--- src/common/rbs_pkg.sv ---
// constants and types for the relay bank scanner control block
package rbs_pkg;
  localparam int RBS_NUM_RELAYS = 16;
  localparam int RBS_NUM_INPUTS = 8;
  localparam int RBS_SCAN_STEPS = 32;
  localparam int RBS_ADDR_W     = 8;
  localparam int RBS_DATA_W     = 32;

  // register offsets (byte addresses, one word each)
  localparam logic [7:0] RBS_OFS_CLOSE   = 8'h00;
  localparam logic [7:0] RBS_OFS_OPEN    = 8'h04;
  localparam logic [7:0] RBS_OFS_RANGE   = 8'h08;
  localparam logic [7:0] RBS_OFS_STATE   = 8'h0c;
  localparam logic [7:0] RBS_OFS_SCAN    = 8'h10;
  localparam logic [7:0] RBS_OFS_SCANCTL = 8'h14;
  localparam logic [7:0] RBS_OFS_INIT    = 8'h18;
  localparam logic [7:0] RBS_OFS_TRIG    = 8'h1c;
  localparam logic [7:0] RBS_OFS_SAVE    = 8'h20;
  localparam logic [7:0] RBS_OFS_CFGDONE = 8'h24;
  localparam logic [7:0] RBS_OFS_COND    = 8'h28;
  localparam logic [7:0] RBS_OFS_EVENT   = 8'h2c;
  localparam logic [7:0] RBS_OFS_ENABLE  = 8'h30;
  localparam logic [7:0] RBS_OFS_PTR     = 8'h34;
  localparam logic [7:0] RBS_OFS_NTR     = 8'h38;
  localparam logic [7:0] RBS_OFS_SCANST  = 8'h3c;

  // field positions
  localparam int RBS_RNG_FIRST_LSB = 0;
  localparam int RBS_RNG_LAST_LSB  = 8;
  localparam int RBS_RNG_NUM_W     = 5;
  localparam int RBS_RNG_CLOSE_BIT = 16;
  localparam int RBS_INIT_IMM_BIT  = 0;
  localparam int RBS_INIT_CONT_BIT = 1;
  localparam int RBS_SCANCTL_CLR   = 0;
  localparam int RBS_CFGDONE_BIT   = 0;

  // reset values and the save command argument
  localparam logic        RBS_CONT_RST  = 1'b0;
  localparam logic [15:0] RBS_RELAY_RST = 16'h0000;
  localparam logic [7:0]  RBS_MASK_RST  = 8'h00;
  localparam logic [31:0] RBS_SAVE_ARG  = 32'h0000_0000;

  typedef enum logic [3:0] {
    RBS_ST_IDLE  = 4'b0001,
    RBS_ST_BREAK = 4'b0010,
    RBS_ST_MAKE  = 4'b0100,
    RBS_ST_SAVE  = 4'b1000
  } rbs_state_t;
endpackage : rbs_pkg

--- src/rbs_top.sv ---
// relay bank scanner control: relays, scanner, inputs, register port
//
// Notes on behaviour
// [RL1] sixteen relay outputs, contact or driver by build variant.
// [RL2] close/open changes only the named relays, others keep state.
// [RL3] one list command switches all listed relays in one update.
// [RL4] lists take single numbers or inclusive first:last ranges.
// [RL5] scan definition loads scanner relays, several per step for poles.
// [RL6] immediate initiate sets the initial position and enables scanning.
// [RL7] continuous setting one enables, zero disables; resets to zero.
// [RL8] each trigger while enabled advances the scanner one step.
// [RL9] each step opens previous relays before closing the next ones.
// [RL10] relays outside the scan list stay under individual control.
// [RL11] scan list holds sixteen relays per step, thirty-two steps.
// [RL12] save with argument zero writes the scan list to storage.
// [RL13] present input states readable in the condition register.
// [RL14] event register latches a bit per input that changed.
// [RL15] monitored input changes raise a service request.
// [RL16] relay enable output stays inactive during power-on setup.
// [RL17] relay outputs never pulse or glitch at power turn-on.
// [RL18] relays stay disabled until saved configuration is loaded.
// [RL19] rise and fall masks choose captured edges, sampled over 1 kHz.
// [RL20] enable bits gate events into the service request summary.
// [RL21] after the last step the next trigger returns to initial.
`timescale 1ns/10ps
module rbs_top import rbs_pkg::*; #(
  parameter int NR = RBS_NUM_RELAYS,
  parameter int NI = RBS_NUM_INPUTS,
  parameter int NS = RBS_SCAN_STEPS
) (
  // clock, reset, enable
  input  wire logic                  clk_sys_in,
  input  wire logic                  reset_in,
  input  wire logic                  ce_in,
  // register port
  input  wire logic [RBS_ADDR_W-1:0] addr_in,
  input  wire logic [RBS_DATA_W-1:0] wdata_in,
  input  wire logic                  wr_in,
  input  wire logic                  rd_in,
  output logic      [RBS_DATA_W-1:0] rdata_out,
  // relays and inputs
  output logic      [NR-1:0]         relay_out,
  output logic                       relay_en_out,
  input  wire logic [NI-1:0]         din_in,
  output logic                       srq_out,
  // scan list save to non-volatile storage
  output logic                       nvm_wr_out,
  output logic      [4:0]            nvm_addr_out,
  output logic      [NR-1:0]         nvm_data_out,
  output logic                       nvm_done_out
);
  localparam int AW = $clog2(NS);

  function automatic logic hit(input logic [RBS_ADDR_W-1:0] ofs);
    hit = (addr_in == ofs);
  endfunction : hit

  function automatic logic [NR-1:0] range_mask(
    input logic [RBS_RNG_NUM_W-1:0] first,
    input logic [RBS_RNG_NUM_W-1:0] last);
    for (int i = 0; i < NR; i++) begin
      range_mask[i] = (RBS_RNG_NUM_W'(i + 1) >= first) &&
                      (RBS_RNG_NUM_W'(i + 1) <= last);
    end
  endfunction : range_mask

  rbs_state_t        state_r;
  logic [NR-1:0]     manual_r;
  logic [NR-1:0]     members_r;
  logic [NR-1:0]     scan_act_r;
  logic [AW:0]       len_r;
  logic [AW-1:0]     pos_r;
  logic [AW-1:0]     save_idx_r;
  logic              at_init_r;
  logic              scan_en_r;
  logic              cont_r;
  logic              cfg_done_r;
  logic [NI-1:0]     ptr_r;
  logic [NI-1:0]     ntr_r;
  logic [NI-1:0]     qen_r;
  logic [NR-1:0]     step_mask;
  logic [NR-1:0]     save_mask;
  logic [NI-1:0]     cond;
  logic [NI-1:0]     qevent;
  logic [AW-1:0]     next_pos;
  logic              last_step;
  logic              scan_wr;
  logic              trig_hit;
  logic              save_hit;
  logic              list_clr;
  logic [NR-1:0]     rng_mask;
  logic [RBS_DATA_W-1:0] rdata_nxt;

  assign scan_wr  = wr_in && hit(RBS_OFS_SCAN) && (len_r < (AW+1)'(NS));
  assign trig_hit = wr_in && hit(RBS_OFS_TRIG);
  assign save_hit = wr_in && hit(RBS_OFS_SAVE) && (wdata_in == RBS_SAVE_ARG);
  assign list_clr = wr_in && hit(RBS_OFS_SCANCTL) &&
                    wdata_in[RBS_SCANCTL_CLR];
  assign rng_mask = range_mask(
    wdata_in[RBS_RNG_FIRST_LSB +: RBS_RNG_NUM_W],
    wdata_in[RBS_RNG_LAST_LSB +: RBS_RNG_NUM_W]);                // see [RL4]
  assign last_step = ({1'b0, pos_r} == (len_r - (AW+1)'(1)));
  assign next_pos  = at_init_r ? '0 : pos_r + AW'(1);

  rbs_scan_mem #(.WIDTH(NR), .DEPTH(NS), .AW(AW)) u_mem (
    .clk_sys_in  (clk_sys_in),
    .ce_in       (ce_in),
    .wr_in       (scan_wr),
    .waddr_in    (len_r[AW-1:0]),
    .wdata_in    (wdata_in[NR-1:0]),
    .raddr_a_in  (next_pos),
    .rdata_a_out (step_mask),
    .raddr_b_in  (save_idx_r),
    .rdata_b_out (save_mask)
  );

  rbs_input_monitor #(.N(NI)) u_mon (
    .clk_sys_in (clk_sys_in),
    .reset_in   (reset_in),
    .ce_in      (ce_in),
    .din_in     (din_in),
    .ptr_in     (ptr_r),
    .ntr_in     (ntr_r),
    .enable_in  (qen_r),
    .evt_clr_in (rd_in && hit(RBS_OFS_EVENT)),
    .cond_out   (cond),
    .event_out  (qevent),
    .srq_out    (srq_out)
  );

  // individual relay control: list and range writes land in one cycle
  always_ff @(posedge clk_sys_in or posedge reset_in) begin
    if (reset_in) begin
      manual_r <= RBS_RELAY_RST;
    end else if (ce_in && wr_in) begin
      if (hit(RBS_OFS_CLOSE)) begin
        manual_r <= manual_r | wdata_in[NR-1:0];           // see [RL2] [RL3]
      end else if (hit(RBS_OFS_OPEN)) begin
        manual_r <= manual_r & ~wdata_in[NR-1:0];          // see [RL2] [RL3]
      end else if (hit(RBS_OFS_RANGE)) begin
        manual_r <= wdata_in[RBS_RNG_CLOSE_BIT] ? (manual_r | rng_mask)
                                                : (manual_r & ~rng_mask);
      end
    end
  end

  // scan list definition; members drop out of manual control
  always_ff @(posedge clk_sys_in or posedge reset_in) begin
    if (reset_in) begin
      len_r     <= '0;
      members_r <= '0;
    end else if (ce_in) begin
      if (list_clr) begin
        len_r     <= '0;
        members_r <= '0;
      end else if (scan_wr) begin
        len_r     <= len_r + (AW+1)'(1);                   // see [RL5] [RL11]
        members_r <= members_r | wdata_in[NR-1:0];
      end
    end
  end

  // scan enable and continuous setting
  always_ff @(posedge clk_sys_in or posedge reset_in) begin
    if (reset_in) begin
      cont_r    <= RBS_CONT_RST;
      scan_en_r <= 1'b0;
    end else if (ce_in) begin
      if (list_clr) begin
        scan_en_r <= 1'b0;
      end else if (wr_in && hit(RBS_OFS_INIT)) begin
        cont_r    <= wdata_in[RBS_INIT_CONT_BIT];          // see [RL7]
        scan_en_r <= wdata_in[RBS_INIT_IMM_BIT] ||
                     wdata_in[RBS_INIT_CONT_BIT];          // see [RL6] [RL7]
      end
    end
  end

  // scanner and save sequencer; busy states ignore new triggers
  always_ff @(posedge clk_sys_in or posedge reset_in) begin
    if (reset_in) begin
      state_r    <= RBS_ST_IDLE;
      scan_act_r <= '0;
      pos_r      <= '0;
      at_init_r  <= 1'b1;
      save_idx_r <= '0;
    end else if (ce_in) begin
      case (state_r)
        RBS_ST_IDLE: begin
          if (list_clr || (wr_in && hit(RBS_OFS_INIT) &&
                           wdata_in[RBS_INIT_IMM_BIT])) begin
            scan_act_r <= '0;                              // see [RL6]
            at_init_r  <= 1'b1;
          end else if (save_hit) begin
            save_idx_r <= '0;
            state_r    <= RBS_ST_SAVE;                     // see [RL12]
          end else if (trig_hit && scan_en_r && len_r != '0) begin
            scan_act_r <= '0;                              // see [RL8] [RL9]
            state_r    <= RBS_ST_BREAK;
          end
        end
        RBS_ST_BREAK: begin
          state_r <= RBS_ST_MAKE;
        end
        RBS_ST_MAKE: begin
          if (!at_init_r && last_step) begin
            at_init_r <= 1'b1;                             // see [RL21]
          end else begin
            at_init_r  <= 1'b0;
            pos_r      <= next_pos;
            scan_act_r <= step_mask;                       // see [RL9]
          end
          state_r <= RBS_ST_IDLE;
        end
        RBS_ST_SAVE: begin
          if ({1'b0, save_idx_r} >= len_r ||
              save_idx_r == AW'(NS - 1)) begin
            state_r <= RBS_ST_IDLE;
          end else begin
            save_idx_r <= save_idx_r + AW'(1);
          end
        end
        default: begin
          state_r <= RBS_ST_IDLE;
        end
      endcase
    end
  end

  // storage write strobes, one word per cycle; done pulses after the last word, or with it when all 32 steps are saved
  always_ff @(posedge clk_sys_in or posedge reset_in) begin
    if (reset_in) begin
      nvm_wr_out   <= 1'b0;
      nvm_addr_out <= '0;
      nvm_data_out <= '0;
      nvm_done_out <= 1'b0;
    end else if (ce_in) begin
      nvm_wr_out   <= (state_r == RBS_ST_SAVE) &&
                      ({1'b0, save_idx_r} < len_r);        // see [RL12]
      nvm_addr_out <= 5'(save_idx_r);
      nvm_data_out <= save_mask;
      nvm_done_out <= (state_r == RBS_ST_SAVE) &&
                      (({1'b0, save_idx_r} >= len_r) ||
                       save_idx_r == AW'(NS - 1));
    end
  end

  // outputs held off until software has restored the saved setup
  always_ff @(posedge clk_sys_in or posedge reset_in) begin
    if (reset_in) begin
      cfg_done_r   <= 1'b0;
      relay_en_out <= 1'b0;
      relay_out    <= RBS_RELAY_RST;                       // see [RL17]
    end else if (ce_in) begin
      if (wr_in && hit(RBS_OFS_CFGDONE)) begin
        cfg_done_r <= wdata_in[RBS_CFGDONE_BIT];
      end
      relay_en_out <= cfg_done_r;                          // see [RL16]
      relay_out    <= cfg_done_r ?
                      ((manual_r & ~members_r) | (scan_act_r & members_r))
                      : RBS_RELAY_RST;                     // see [RL1] [RL10] [RL18]
    end
  end

  // questionable masks
  always_ff @(posedge clk_sys_in or posedge reset_in) begin
    if (reset_in) begin
      ptr_r <= ~RBS_MASK_RST;
      ntr_r <= RBS_MASK_RST;
      qen_r <= RBS_MASK_RST;
    end else if (ce_in && wr_in) begin
      if (hit(RBS_OFS_PTR))    ptr_r <= wdata_in[NI-1:0];  // see [RL19]
      if (hit(RBS_OFS_NTR))    ntr_r <= wdata_in[NI-1:0];  // see [RL19]
      if (hit(RBS_OFS_ENABLE)) qen_r <= wdata_in[NI-1:0];  // see [RL20]
    end
  end

  always_comb begin
    rdata_nxt = '0;
    case (addr_in)
      RBS_OFS_CLOSE, RBS_OFS_OPEN: rdata_nxt[NR-1:0] = manual_r;
      RBS_OFS_STATE:   rdata_nxt[NR-1:0] = relay_out;
      RBS_OFS_SCAN:    rdata_nxt[NR-1:0] = members_r;
      RBS_OFS_SCANCTL: rdata_nxt[AW:0] = len_r;
      RBS_OFS_INIT:    rdata_nxt[RBS_INIT_CONT_BIT] = cont_r;
      RBS_OFS_CFGDONE: rdata_nxt[RBS_CFGDONE_BIT] = cfg_done_r;
      RBS_OFS_COND:    rdata_nxt[NI-1:0] = cond;           // see [RL13]
      RBS_OFS_EVENT:   rdata_nxt[NI-1:0] = qevent;
      RBS_OFS_ENABLE:  rdata_nxt[NI-1:0] = qen_r;
      RBS_OFS_PTR:     rdata_nxt[NI-1:0] = ptr_r;
      RBS_OFS_NTR:     rdata_nxt[NI-1:0] = ntr_r;
      RBS_OFS_SCANST:  rdata_nxt = {20'h0, state_r, scan_en_r,
                                    at_init_r, 1'b0, pos_r};
      default:         rdata_nxt = '0;
    endcase
  end

  always_ff @(posedge clk_sys_in or posedge reset_in) begin
    if (reset_in) begin
      rdata_out <= '0;
    end else if (ce_in) begin
      rdata_out <= rd_in ? rdata_nxt : '0;
    end
  end
endmodule : rbs_top

--- src/rbs_scan_mem.sv ---
// scan list storage: one relay mask per step, two read ports
`timescale 1ns/10ps
module rbs_scan_mem import rbs_pkg::*; #(
  parameter int WIDTH = RBS_NUM_RELAYS,
  parameter int DEPTH = RBS_SCAN_STEPS,
  parameter int AW    = $clog2(DEPTH)
) (
  // clocking
  input  wire logic             clk_sys_in,
  input  wire logic             ce_in,
  // write port
  input  wire logic             wr_in,
  input  wire logic [AW-1:0]    waddr_in,
  input  wire logic [WIDTH-1:0] wdata_in,
  // read ports
  input  wire logic [AW-1:0]    raddr_a_in,
  output logic      [WIDTH-1:0] rdata_a_out,
  input  wire logic [AW-1:0]    raddr_b_in,
  output logic      [WIDTH-1:0] rdata_b_out
);
  // no reset: contents only matter below the list length
  logic [WIDTH-1:0] mem [DEPTH];

  always_ff @(posedge clk_sys_in) begin
    if (ce_in && wr_in) begin
      mem[waddr_in] <= wdata_in;
    end
  end

  assign rdata_a_out = mem[raddr_a_in];
  assign rdata_b_out = mem[raddr_b_in];
endmodule : rbs_scan_mem

--- src/rbs_input_monitor.sv ---
// digital input condition, transition filter, event latch and summary
`timescale 1ns/10ps
module rbs_input_monitor import rbs_pkg::*; #(
  parameter int N = RBS_NUM_INPUTS
) (
  // clocking
  input  wire logic         clk_sys_in,
  input  wire logic         reset_in,
  input  wire logic         ce_in,
  // inputs and masks
  input  wire logic [N-1:0] din_in,
  input  wire logic [N-1:0] ptr_in,
  input  wire logic [N-1:0] ntr_in,
  input  wire logic [N-1:0] enable_in,
  input  wire logic         evt_clr_in,
  // status
  output logic      [N-1:0] cond_out,
  output logic      [N-1:0] event_out,
  output logic              srq_out
);
  logic         primed_r;
  logic [N-1:0] set_nxt;

  // sampled every clock, far above the 1 kHz floor
  always_comb begin
    set_nxt = primed_r ?
              ((din_in & ~cond_out & ptr_in) | (~din_in & cond_out & ntr_in))
              : '0;                                      // see [RL19]
  end

  always_ff @(posedge clk_sys_in or posedge reset_in) begin
    if (reset_in) begin
      cond_out <= '0;
      primed_r <= 1'b0;
    end else if (ce_in) begin
      cond_out <= din_in;                                // see [RL13]
      primed_r <= 1'b1;
    end
  end

  // set wins over a clear-on-read in the same cycle
  always_ff @(posedge clk_sys_in or posedge reset_in) begin
    if (reset_in) begin
      event_out <= '0;
    end else if (ce_in) begin
      event_out <= (evt_clr_in ? '0 : event_out) | set_nxt; // see [RL14]
    end
  end

  always_ff @(posedge clk_sys_in or posedge reset_in) begin
    if (reset_in) begin
      srq_out <= 1'b0;
    end else if (ce_in) begin
      srq_out <= |(event_out & enable_in);               // see [RL15] [RL20]
    end
  end
endmodule : rbs_input_monitor

--- config.mk ---
export PLATFORM = sky130hd
export DESIGN_NAME = rbs_top
export DESIGN_NICKNAME = d
export VERILOG_FILES = /design/src/common/rbs_pkg.sv /design/src/rbs_top.sv /design/src/rbs_scan_mem.sv /design/src/rbs_input_monitor.sv
export SDC_FILE = /design/constraint.sdc
export NUM_CORES = 1
export LEC_CHECK = 0
export BUFFER_PORTS_ARGS = -buffer_cell sky130_fd_sc_hd__buf_2
export CORE_MARGIN = 1
export CORE_UTILIZATION = 45
export DETAILED_ROUTE_END_ITERATION = 8
export GPL_ROUTABILITY_DRIVEN = 0
export PLACE_DENSITY_LB_ADDON = 0.12
export SLEW_MARGIN = 0
export SYNTH_ARGS = -nofsm -noshare
export SYNTH_HDL_FRONTEND = slang
export SYNTH_SLANG_ARGS = --single-unit
--- constraint.sdc ---
create_clock -name clk_sys_in -period 5.9 [get_ports clk_sys_in]
set_input_delay 1.18 -clock clk_sys_in [delete_from_list [all_inputs] [get_ports clk_sys_in]]
set_output_delay 1.18 -clock clk_sys_in [all_outputs]
set_load 0.03 [all_outputs]
==> impl_metrics.py, run 1 <==
metrics = {
    "outcome": {
        "run_status": "completed",
    },
    "critical_path": {
        "arrival_ps": 4370,
        "r2r_slack_ps": 2130,
        "critPathRequiredTime_ps": 6140,
        "cp_max_fo": 41,
        "reg2reg_depth": 8,
        "r2r-start": "pos_r[0]",
        "worst-setup-path-type": "in -> reg",
        "crit_path_end_kind": "register",
        "r2r_end": "scan_act_r[6]",
        "cp-start-kind": "input port",
    },
    "die": {
        "pin_count": 126,
        "die_x_um": 276,
        "die_h_um": 276,
        "die_area_mm2": 0.0764,
        "fp-row-count": 100,
        "start_util": 0.455,
        "coreArea_mm2": 0.0744,
    },
    "cells_and_area": {
        "num-fill-cells": 6293,
        "layout_commonest_cell": "edfxtp_1",
        "post-route-util": 0.510,
        "drive_above_1_share": 0.224,
        "final_cell_mix": "edfxtp_1, mux2i_1, mux4_2",
        "final_nets": 2547,
        "syn_to_final_growth_pct": 12.1,
    },
    "power_and_ir_drop": {
        "p_int_w": 0.00921,
        "power.switching_w": 0.00429,
        "switching_share": 0.318,
        "pwr-share-clk": 0.365,
        "seqPwrFrac": 0.406,
        "power_leakage_nw": 13.8,
        "power_w": 0.0135,
        "p_comb_frac": 0.230,
        "max-vdd-ir-drop_v": 0.000280,
        "power_density_mw_per_mm2": 355,
    },
    "sta": {
        "fin_crit_sh": 0.701,
        "finalHoldViolations": 0,
        "tns_ps": 0,
        "fmax_ghz": 0.242,
        "final-max-slew-violation-count": 0,
        "tightestPinTransition_ps": 1180,
        "skew_ps": 25.9,
        "period_minus_slack_ps": 4140,
        "fin_ws_ps": 1760,
        "setup_violations": 0,
        "relSlewSlack": 0.213,
        "rsz0062_at_grt": "no",
    },
    "placed_design": {
        "dp_hpwl_um": 84200,
        "pre_cts_slack_ps": 1190,
        "io_buffers": 109,
    },
    "cts": {
        "cts.repair.resized": 0,
        "h-tree-depth": 3,
        "cts_root_buffer": "clkbuf_16",
        "clock-sinks": 682,
        "postCtsHoldBufs": 0,
        "cts_tree": "done",
        "clkTransAtPathRegs_ps": 50,
        "cts_buffer_depth": 3,
        "insertion_delay_ps": 640,
        "cts_buffers": 78,
        "post_cts_buffers": 0,
    },
    "yosys": {
        "synthMuxAreaShare": 0.196,
        "ys_seq_elements": 682,
        "ys_seq_area_frac": 0.580,
        "synth-simple-area-share": 0.0660,
        "synth_cell_types": 82,
        "async_reset_ff_frac": 0.249,
        "synth_top_family_by_area": "multiplexers",
        "yosys_warnings": 0,
        "synth_compound_area_frac": 0.118,
        "netlist_instances": 2423,
        "syn_area_per_cell_um2": 14.0,
        "synth_edf_count": 512,
        "synth_area_mm2": 0.0339,
        "synth-adder-area-share": 0.00480,
        "synthXorXnorAreaFrac": 0.00406,
        "synth_ff_type": "edfxtp_1",
    },
    "global_routing": {
        "antenna_found_initial": 8,
        "grt_pass1_wl_um": 175000,
        "global_route.usage.total": 0.320,
        "first_global_vias": 23245,
        "grt_max_degree": 75,
        "overflow": 0,
    },
    "route": {
        "ant_nets": 0,
        "via_count": 24140,
        "drt_pass1_iterations": 7,
        "viasPerCell": 6.86,
        "totalWireLength_um": 123000,
        "drc_errors": 0,
        "routedWlPerCell_um": 34.9,
        "first_iter_violations": 3318,
    },
    "min_path": {
        "hold_end": "rdata_out[4]",
        "min_path_cells": 1,
        "hp-class": "reg -> reg",
        "hp-start": "rdata_out[4]",
    },
    "flow_run": {
        "cap_violations": 0,
    },
}
area by class of cell:
type | instances | area, um2 | share of cell area
repair buffers | 176 | 1090 | 0.0286
well taps | 969 | 1210 | 0.0319
inverters | 20 | 85.1 | 0.00224
diodes | 3 | 7.51 | 0.000198
clock buffers | 103 | 2110 | 0.0555
flip-flops and latches | 682 | 19700 | 0.518
multi-input cells | 1523 | 13400 | 0.352
clock inverters | 41 | 449 | 0.0118
worst max-delay path, cell delays in order:
cell,delay [ps]
buf_2,370
or4_1,750
nor4_4,440
nand2_1,600
nor2_2,1010
sequential cells by signal (all words and copies together) (netlist names), 4 cells and up, named ones only:
name	count
u_mon.event_out	8
save_idx_r	5
ntr_r	8
rdata_out	16
nvm_data_out	16
ptr_r	8
members_r	15
u_mem.mem	512
state_r	4
relay_out	16
pos_r	5
len_r	6
nvm_addr_out	5
u_mon.cond_out	8
scan_act_r	16
qen_r	8
synth_stat cells (18+ instances only):
| cell | instances | area (um2) |
|---|---|---|
| edfxtp_1 | 512 | 15400 |
| mux2i_1 | 248 | 2480 |
| dfrtp_1 | 160 | 4000 |
| mux4_2 | 159 | 3580 |
| nand2_1 | 148 | 556 |
| nor2_1 | 133 | 499 |
| clkbuf_1 | 113 | 424 |
| o22ai_1 | 108 | 676 |
| a21oi_1 | 101 | 505 |
| nand3_1 | 67 | 335 |
| buf_2 | 57 | 285 |
| o21ai_0 | 57 | 285 |
| mux2_2 | 46 | 518 |
| o221ai_1 | 35 | 307 |
| o2bb2ai_1 | 29 | 254 |
| a2bb2oi_1 | 28 | 245 |
| a32o_1 | 24 | 240 |
| nor3_1 | 24 | 120 |
| buf_4 | 22 | 165 |
| a211oi_1 | 21 | 158 |
| nand4_1 | 19 | 119 |
| a22oi_1 | 18 | 135 |
| o2111ai_1 | 18 | 158 |
through the flow:
stage	hold slack, ps	std cells	cell area (um2)
3_5_place_dp	469	3370	35400
6_report	479	3517	38000
2_1_floorplan	456	2438	33900
3_3_place_gp	460	3369	35400
4_1_cts	483	3514	38000
5_1_grt	490	3514	38000
layer usage:
metal / GRT usage / wire length (um) / part of all wire / up-vias
li1: - / - / - / 9871
met1: 0.427 / 47800 / 0.39 / 12526
met2: 0.495 / 56100 / 0.46 / 1481
met3: 0.0704 / 12200 / 0.099 / 256
met4: 0.159 / 6770 / 0.055 / 6
met5: 0 / 48 / 0.00039 / -
cell families (layout without fill, tap and decap cells):
family                   after synthesis  in the layout
XOR/XNOR                              14             14
AO/OA/AOI/OAI                        554            554
buffers and inverters                233            340
AND/OR/NAND/NOR                      469            469
adder cells (fa/ha/maj)               13             13
other                                  1             19
multiplexers                         457            457
flip-flops                           682            682
power groups by stage:
stage	clock, W	sequential [W]	combinational [W]
after global placement	0	0.00556	0.00303
after global routing	0.00515	0.00547	0.00322
after CTS	0.00496	0.00547	0.00305
after floorplan	0	0.00543	0.00200
after detailed placement	0	0.00556	0.00303
final	0.00492	0.00547	0.00310
worst max path at each step:
stage                             from                          to  slack (ps)  depth (start not counted)
after floorplan               reset_in  asynchronous set/reset pin         130                          1
after global placement    wdata_in[15]                  state_r[3]         750                          7
after detailed placement    addr_in[2]            u_mem.mem[0][11]        1190                          5
after CTS                   addr_in[2]           u_mem.mem[28][13]        1830                          5
after global routing        addr_in[2]            u_mem.mem[31][9]        1670                          5
final                       addr_in[2]            u_mem.mem[31][9]        1760                          5
Note: power is estimated with default switching activity, not from simulation.
==> inputs of run 2 (changes only) <==
==> constraint.sdc (replaced) <==
create_clock -name clk_sys_in -period 4.2 [get_ports clk_sys_in]
set_input_delay 0.84 -clock clk_sys_in [delete_from_list [all_inputs] [get_ports clk_sys_in]]
set_output_delay 0.84 -clock clk_sys_in [all_outputs]
set_load 0.03 [all_outputs]
==> impl_metrics.py, run 2 (synthesis gave the netlist of run 1 again) <==
metrics = {
    "outcome": {
        "run_status": "complete, but fails checks",
        "violations": "max-capacitance violations",
    },
    "global_routing": {
        "antenna_found_initial": 9,
        "grt_pass1_wl_um": 176000,
        "overflow": 0,
        "grt_max_degree": 101,
        "first_global_vias": 23696,
        "global_route.usage.total": 0.321,
    },
    "die": {
        "die_area_mm2": 0.0764,
        "fp-row-count": 100,
        "die_x_um": 276,
        "coreArea_mm2": 0.0744,
        "die_h_um": 276,
        "pin_count": 126,
        "start_util": 0.455,
    },
    "power_and_ir_drop": {
        "p_comb_frac": 0.244,
        "max-vdd-ir-drop_v": 0.000507,
        "power_leakage_nw": 14.3,
        "seqPwrFrac": 0.393,
        "p_int_w": 0.0133,
        "power_density_mw_per_mm2": 504,
        "pwr-share-clk": 0.363,
        "power.switching_w": 0.00630,
        "switching_share": 0.322,
    },
    "cells_and_area": {
        "multiInputGateArea_mm2": 0.0134,
        "num-fill-cells": 6208,
        "ff_latch_area_mm2": 0.0197,
        "top_register": "u_mem.mem",
        "layout_commonest_cell": "edfxtp_1",
        "instances_no_fill": 3592,
        "drive_above_1_share": 0.251,
        "final_cell_mix": "edfxtp_1, mux2i_1, mux4_2",
        "final_nets": 2623,
        "largest_register_ffs": 512,
        "syn_to_final_growth_pct": 14.6,
    },
    "critical_path": {
        "critPathBufInv": 2,
        "crit_slowest_cell": "nor4_1",
        "cp_top_family": "simple AND/OR/NAND/NOR gates",
        "cp_cell_sequence": "buf_2 > buf_4 > nor4_1 > nand4_1 > nor4_2 > o31ai_2 > nor2_1 > mux2_1",
        "critPathRequiredTime_ps": 4720,
        "cp-start-kind": "input port",
        "crit_path_end_kind": "register",
        "arrival_ps": 3900,
        "worst-setup-path-type": "in -> reg",
        "cp_max_fo": 40,
        "crit_path_max_incr_delay_ps": 1250,
    },
    "sta": {
        "tns_ps": 0,
        "rsz0062_at_grt": "no",
        "finalHoldViolations": 0,
        "fmax_ghz": 0.295,
        "setup_violations": 0,
        "fin_crit_sh": 0.806,
        "tightestPinTransition_ps": 1450,
        "final-max-slew-violation-count": 0,
        "relSlewSlack": 0.0215,
        "skew_ps": 24.4,
        "period_minus_slack_ps": 3380,
    },
    "placed_design": {
        "dp_hpwl_um": 84200,
        "dp.cells": 3447,
        "io_buffers": 109,
    },
    "cts": {
        "cts.repair.resized": 0,
        "insertion_delay_ps": 640,
        "cts_root_buffer": "clkbuf_16",
        "clkTransAtPathRegs_ps": 60,
        "h-tree-depth": 3,
        "clock-sinks": 682,
        "postCtsHoldBufs": 0,
        "cts_tree": "done",
        "post_cts_buffers": 0,
        "cts_buffer_depth": 3,
        "cts_buffers": 77,
    },
    "route": {
        "drc_errors": 0,
        "totalWireLength_um": 124000,
        "via_count": 24370,
        "routedWlPerCell_um": 34.5,
        "first_iter_violations": 3737,
        "ant_nets": 0,
        "drt_pass1_iterations": 7,
        "viasPerCell": 6.78,
    },
    "min_path": {
        "hp-class": "in -> async",
    },
    "flow_run": {
        "cap_violations": 1,
    },
}
==> run 2: cell count changes in the layout (fill, tap and decap cells not counted), sizes merged, moves of 2 or more <==
| cell | before | now |
|---|---|---|
| bufinv | 9 | 11 |
| inv | 22 | 24 |
| buf | 176 | 253 |
| clkinv | 27 | 21 |
| clkinvlp | 3 | 1 |
| clkbuf | 103 | 106 |
==> run 2: final timing paths <==
kind | startpoint | end | slack (ps) | cells after the start
worst max-delay path | addr_in[2] | state_r[3] | 820 | 8
worst min-delay path | reset_in | asynchronous set/reset pin | 260 | 2
worst max register to register | save_idx_r[0] | nvm_data_out[12] | 930 | 5
worst min register to register | rdata_out[11] | rdata_out[11] | 470 | 1
max in group asynchronous | reset_in | ptr_r[5] | 3000 | 3
min in group clk_sys_in | din_in[5] | u_mon.cond_out[5] | 470 | 2
==> run 2: cell type report <==
class	count	area share
Sequential cell	682	0.506
Clock inverter	37	0.0122
Inverter	20	0.00209
Clock buffer	106	0.0559
Antenna cell	2	0.000129
Tap cell	969	0.0312
Multi-Input combinational cell	1523	0.344
Timing Repair Buffer	253	0.0478
==> run 2: through the flow <==
stage | instance area, um2 | power [W] | hold slack, ps | utilization | worst slack, ps
finish | 38800 | 0.0196 | 261 | 0.521 | 815
global placement | 36200 | 0.0124 | 460 | 0.486 | 446
global route | 38800 | 0.0201 | 300 | 0.521 | 810
floorplan | 33900 | 0.0104 | 456 | - | 711
detailed placement | 36200 | 0.0125 | 466 | 0.486 | 397
CTS | 38800 | 0.0195 | 270 | 0.521 | 916
==> run 2: power groups by stage <==
stage               clock [W]  combinational, W  sequential, W
finish                0.00711           0.00477        0.00769
global route          0.00744           0.00493        0.00769
CTS                   0.00719           0.00468        0.00768
detailed placement          0           0.00466        0.00782
global placement            0           0.00463        0.00781
floorplan                   0           0.00281        0.00763
==> run 2: metal layers <==
metal / up-vias / wire length (um) / track usage
met2: 1472 / 57400 / 0.503
met1: 12611 / 48000 / 0.431
met5: - / 0 / 0
met3: 251 / 11600 / 0.0569
li1: 10036 / - / -
met4: 0 / 6890 / 0.164
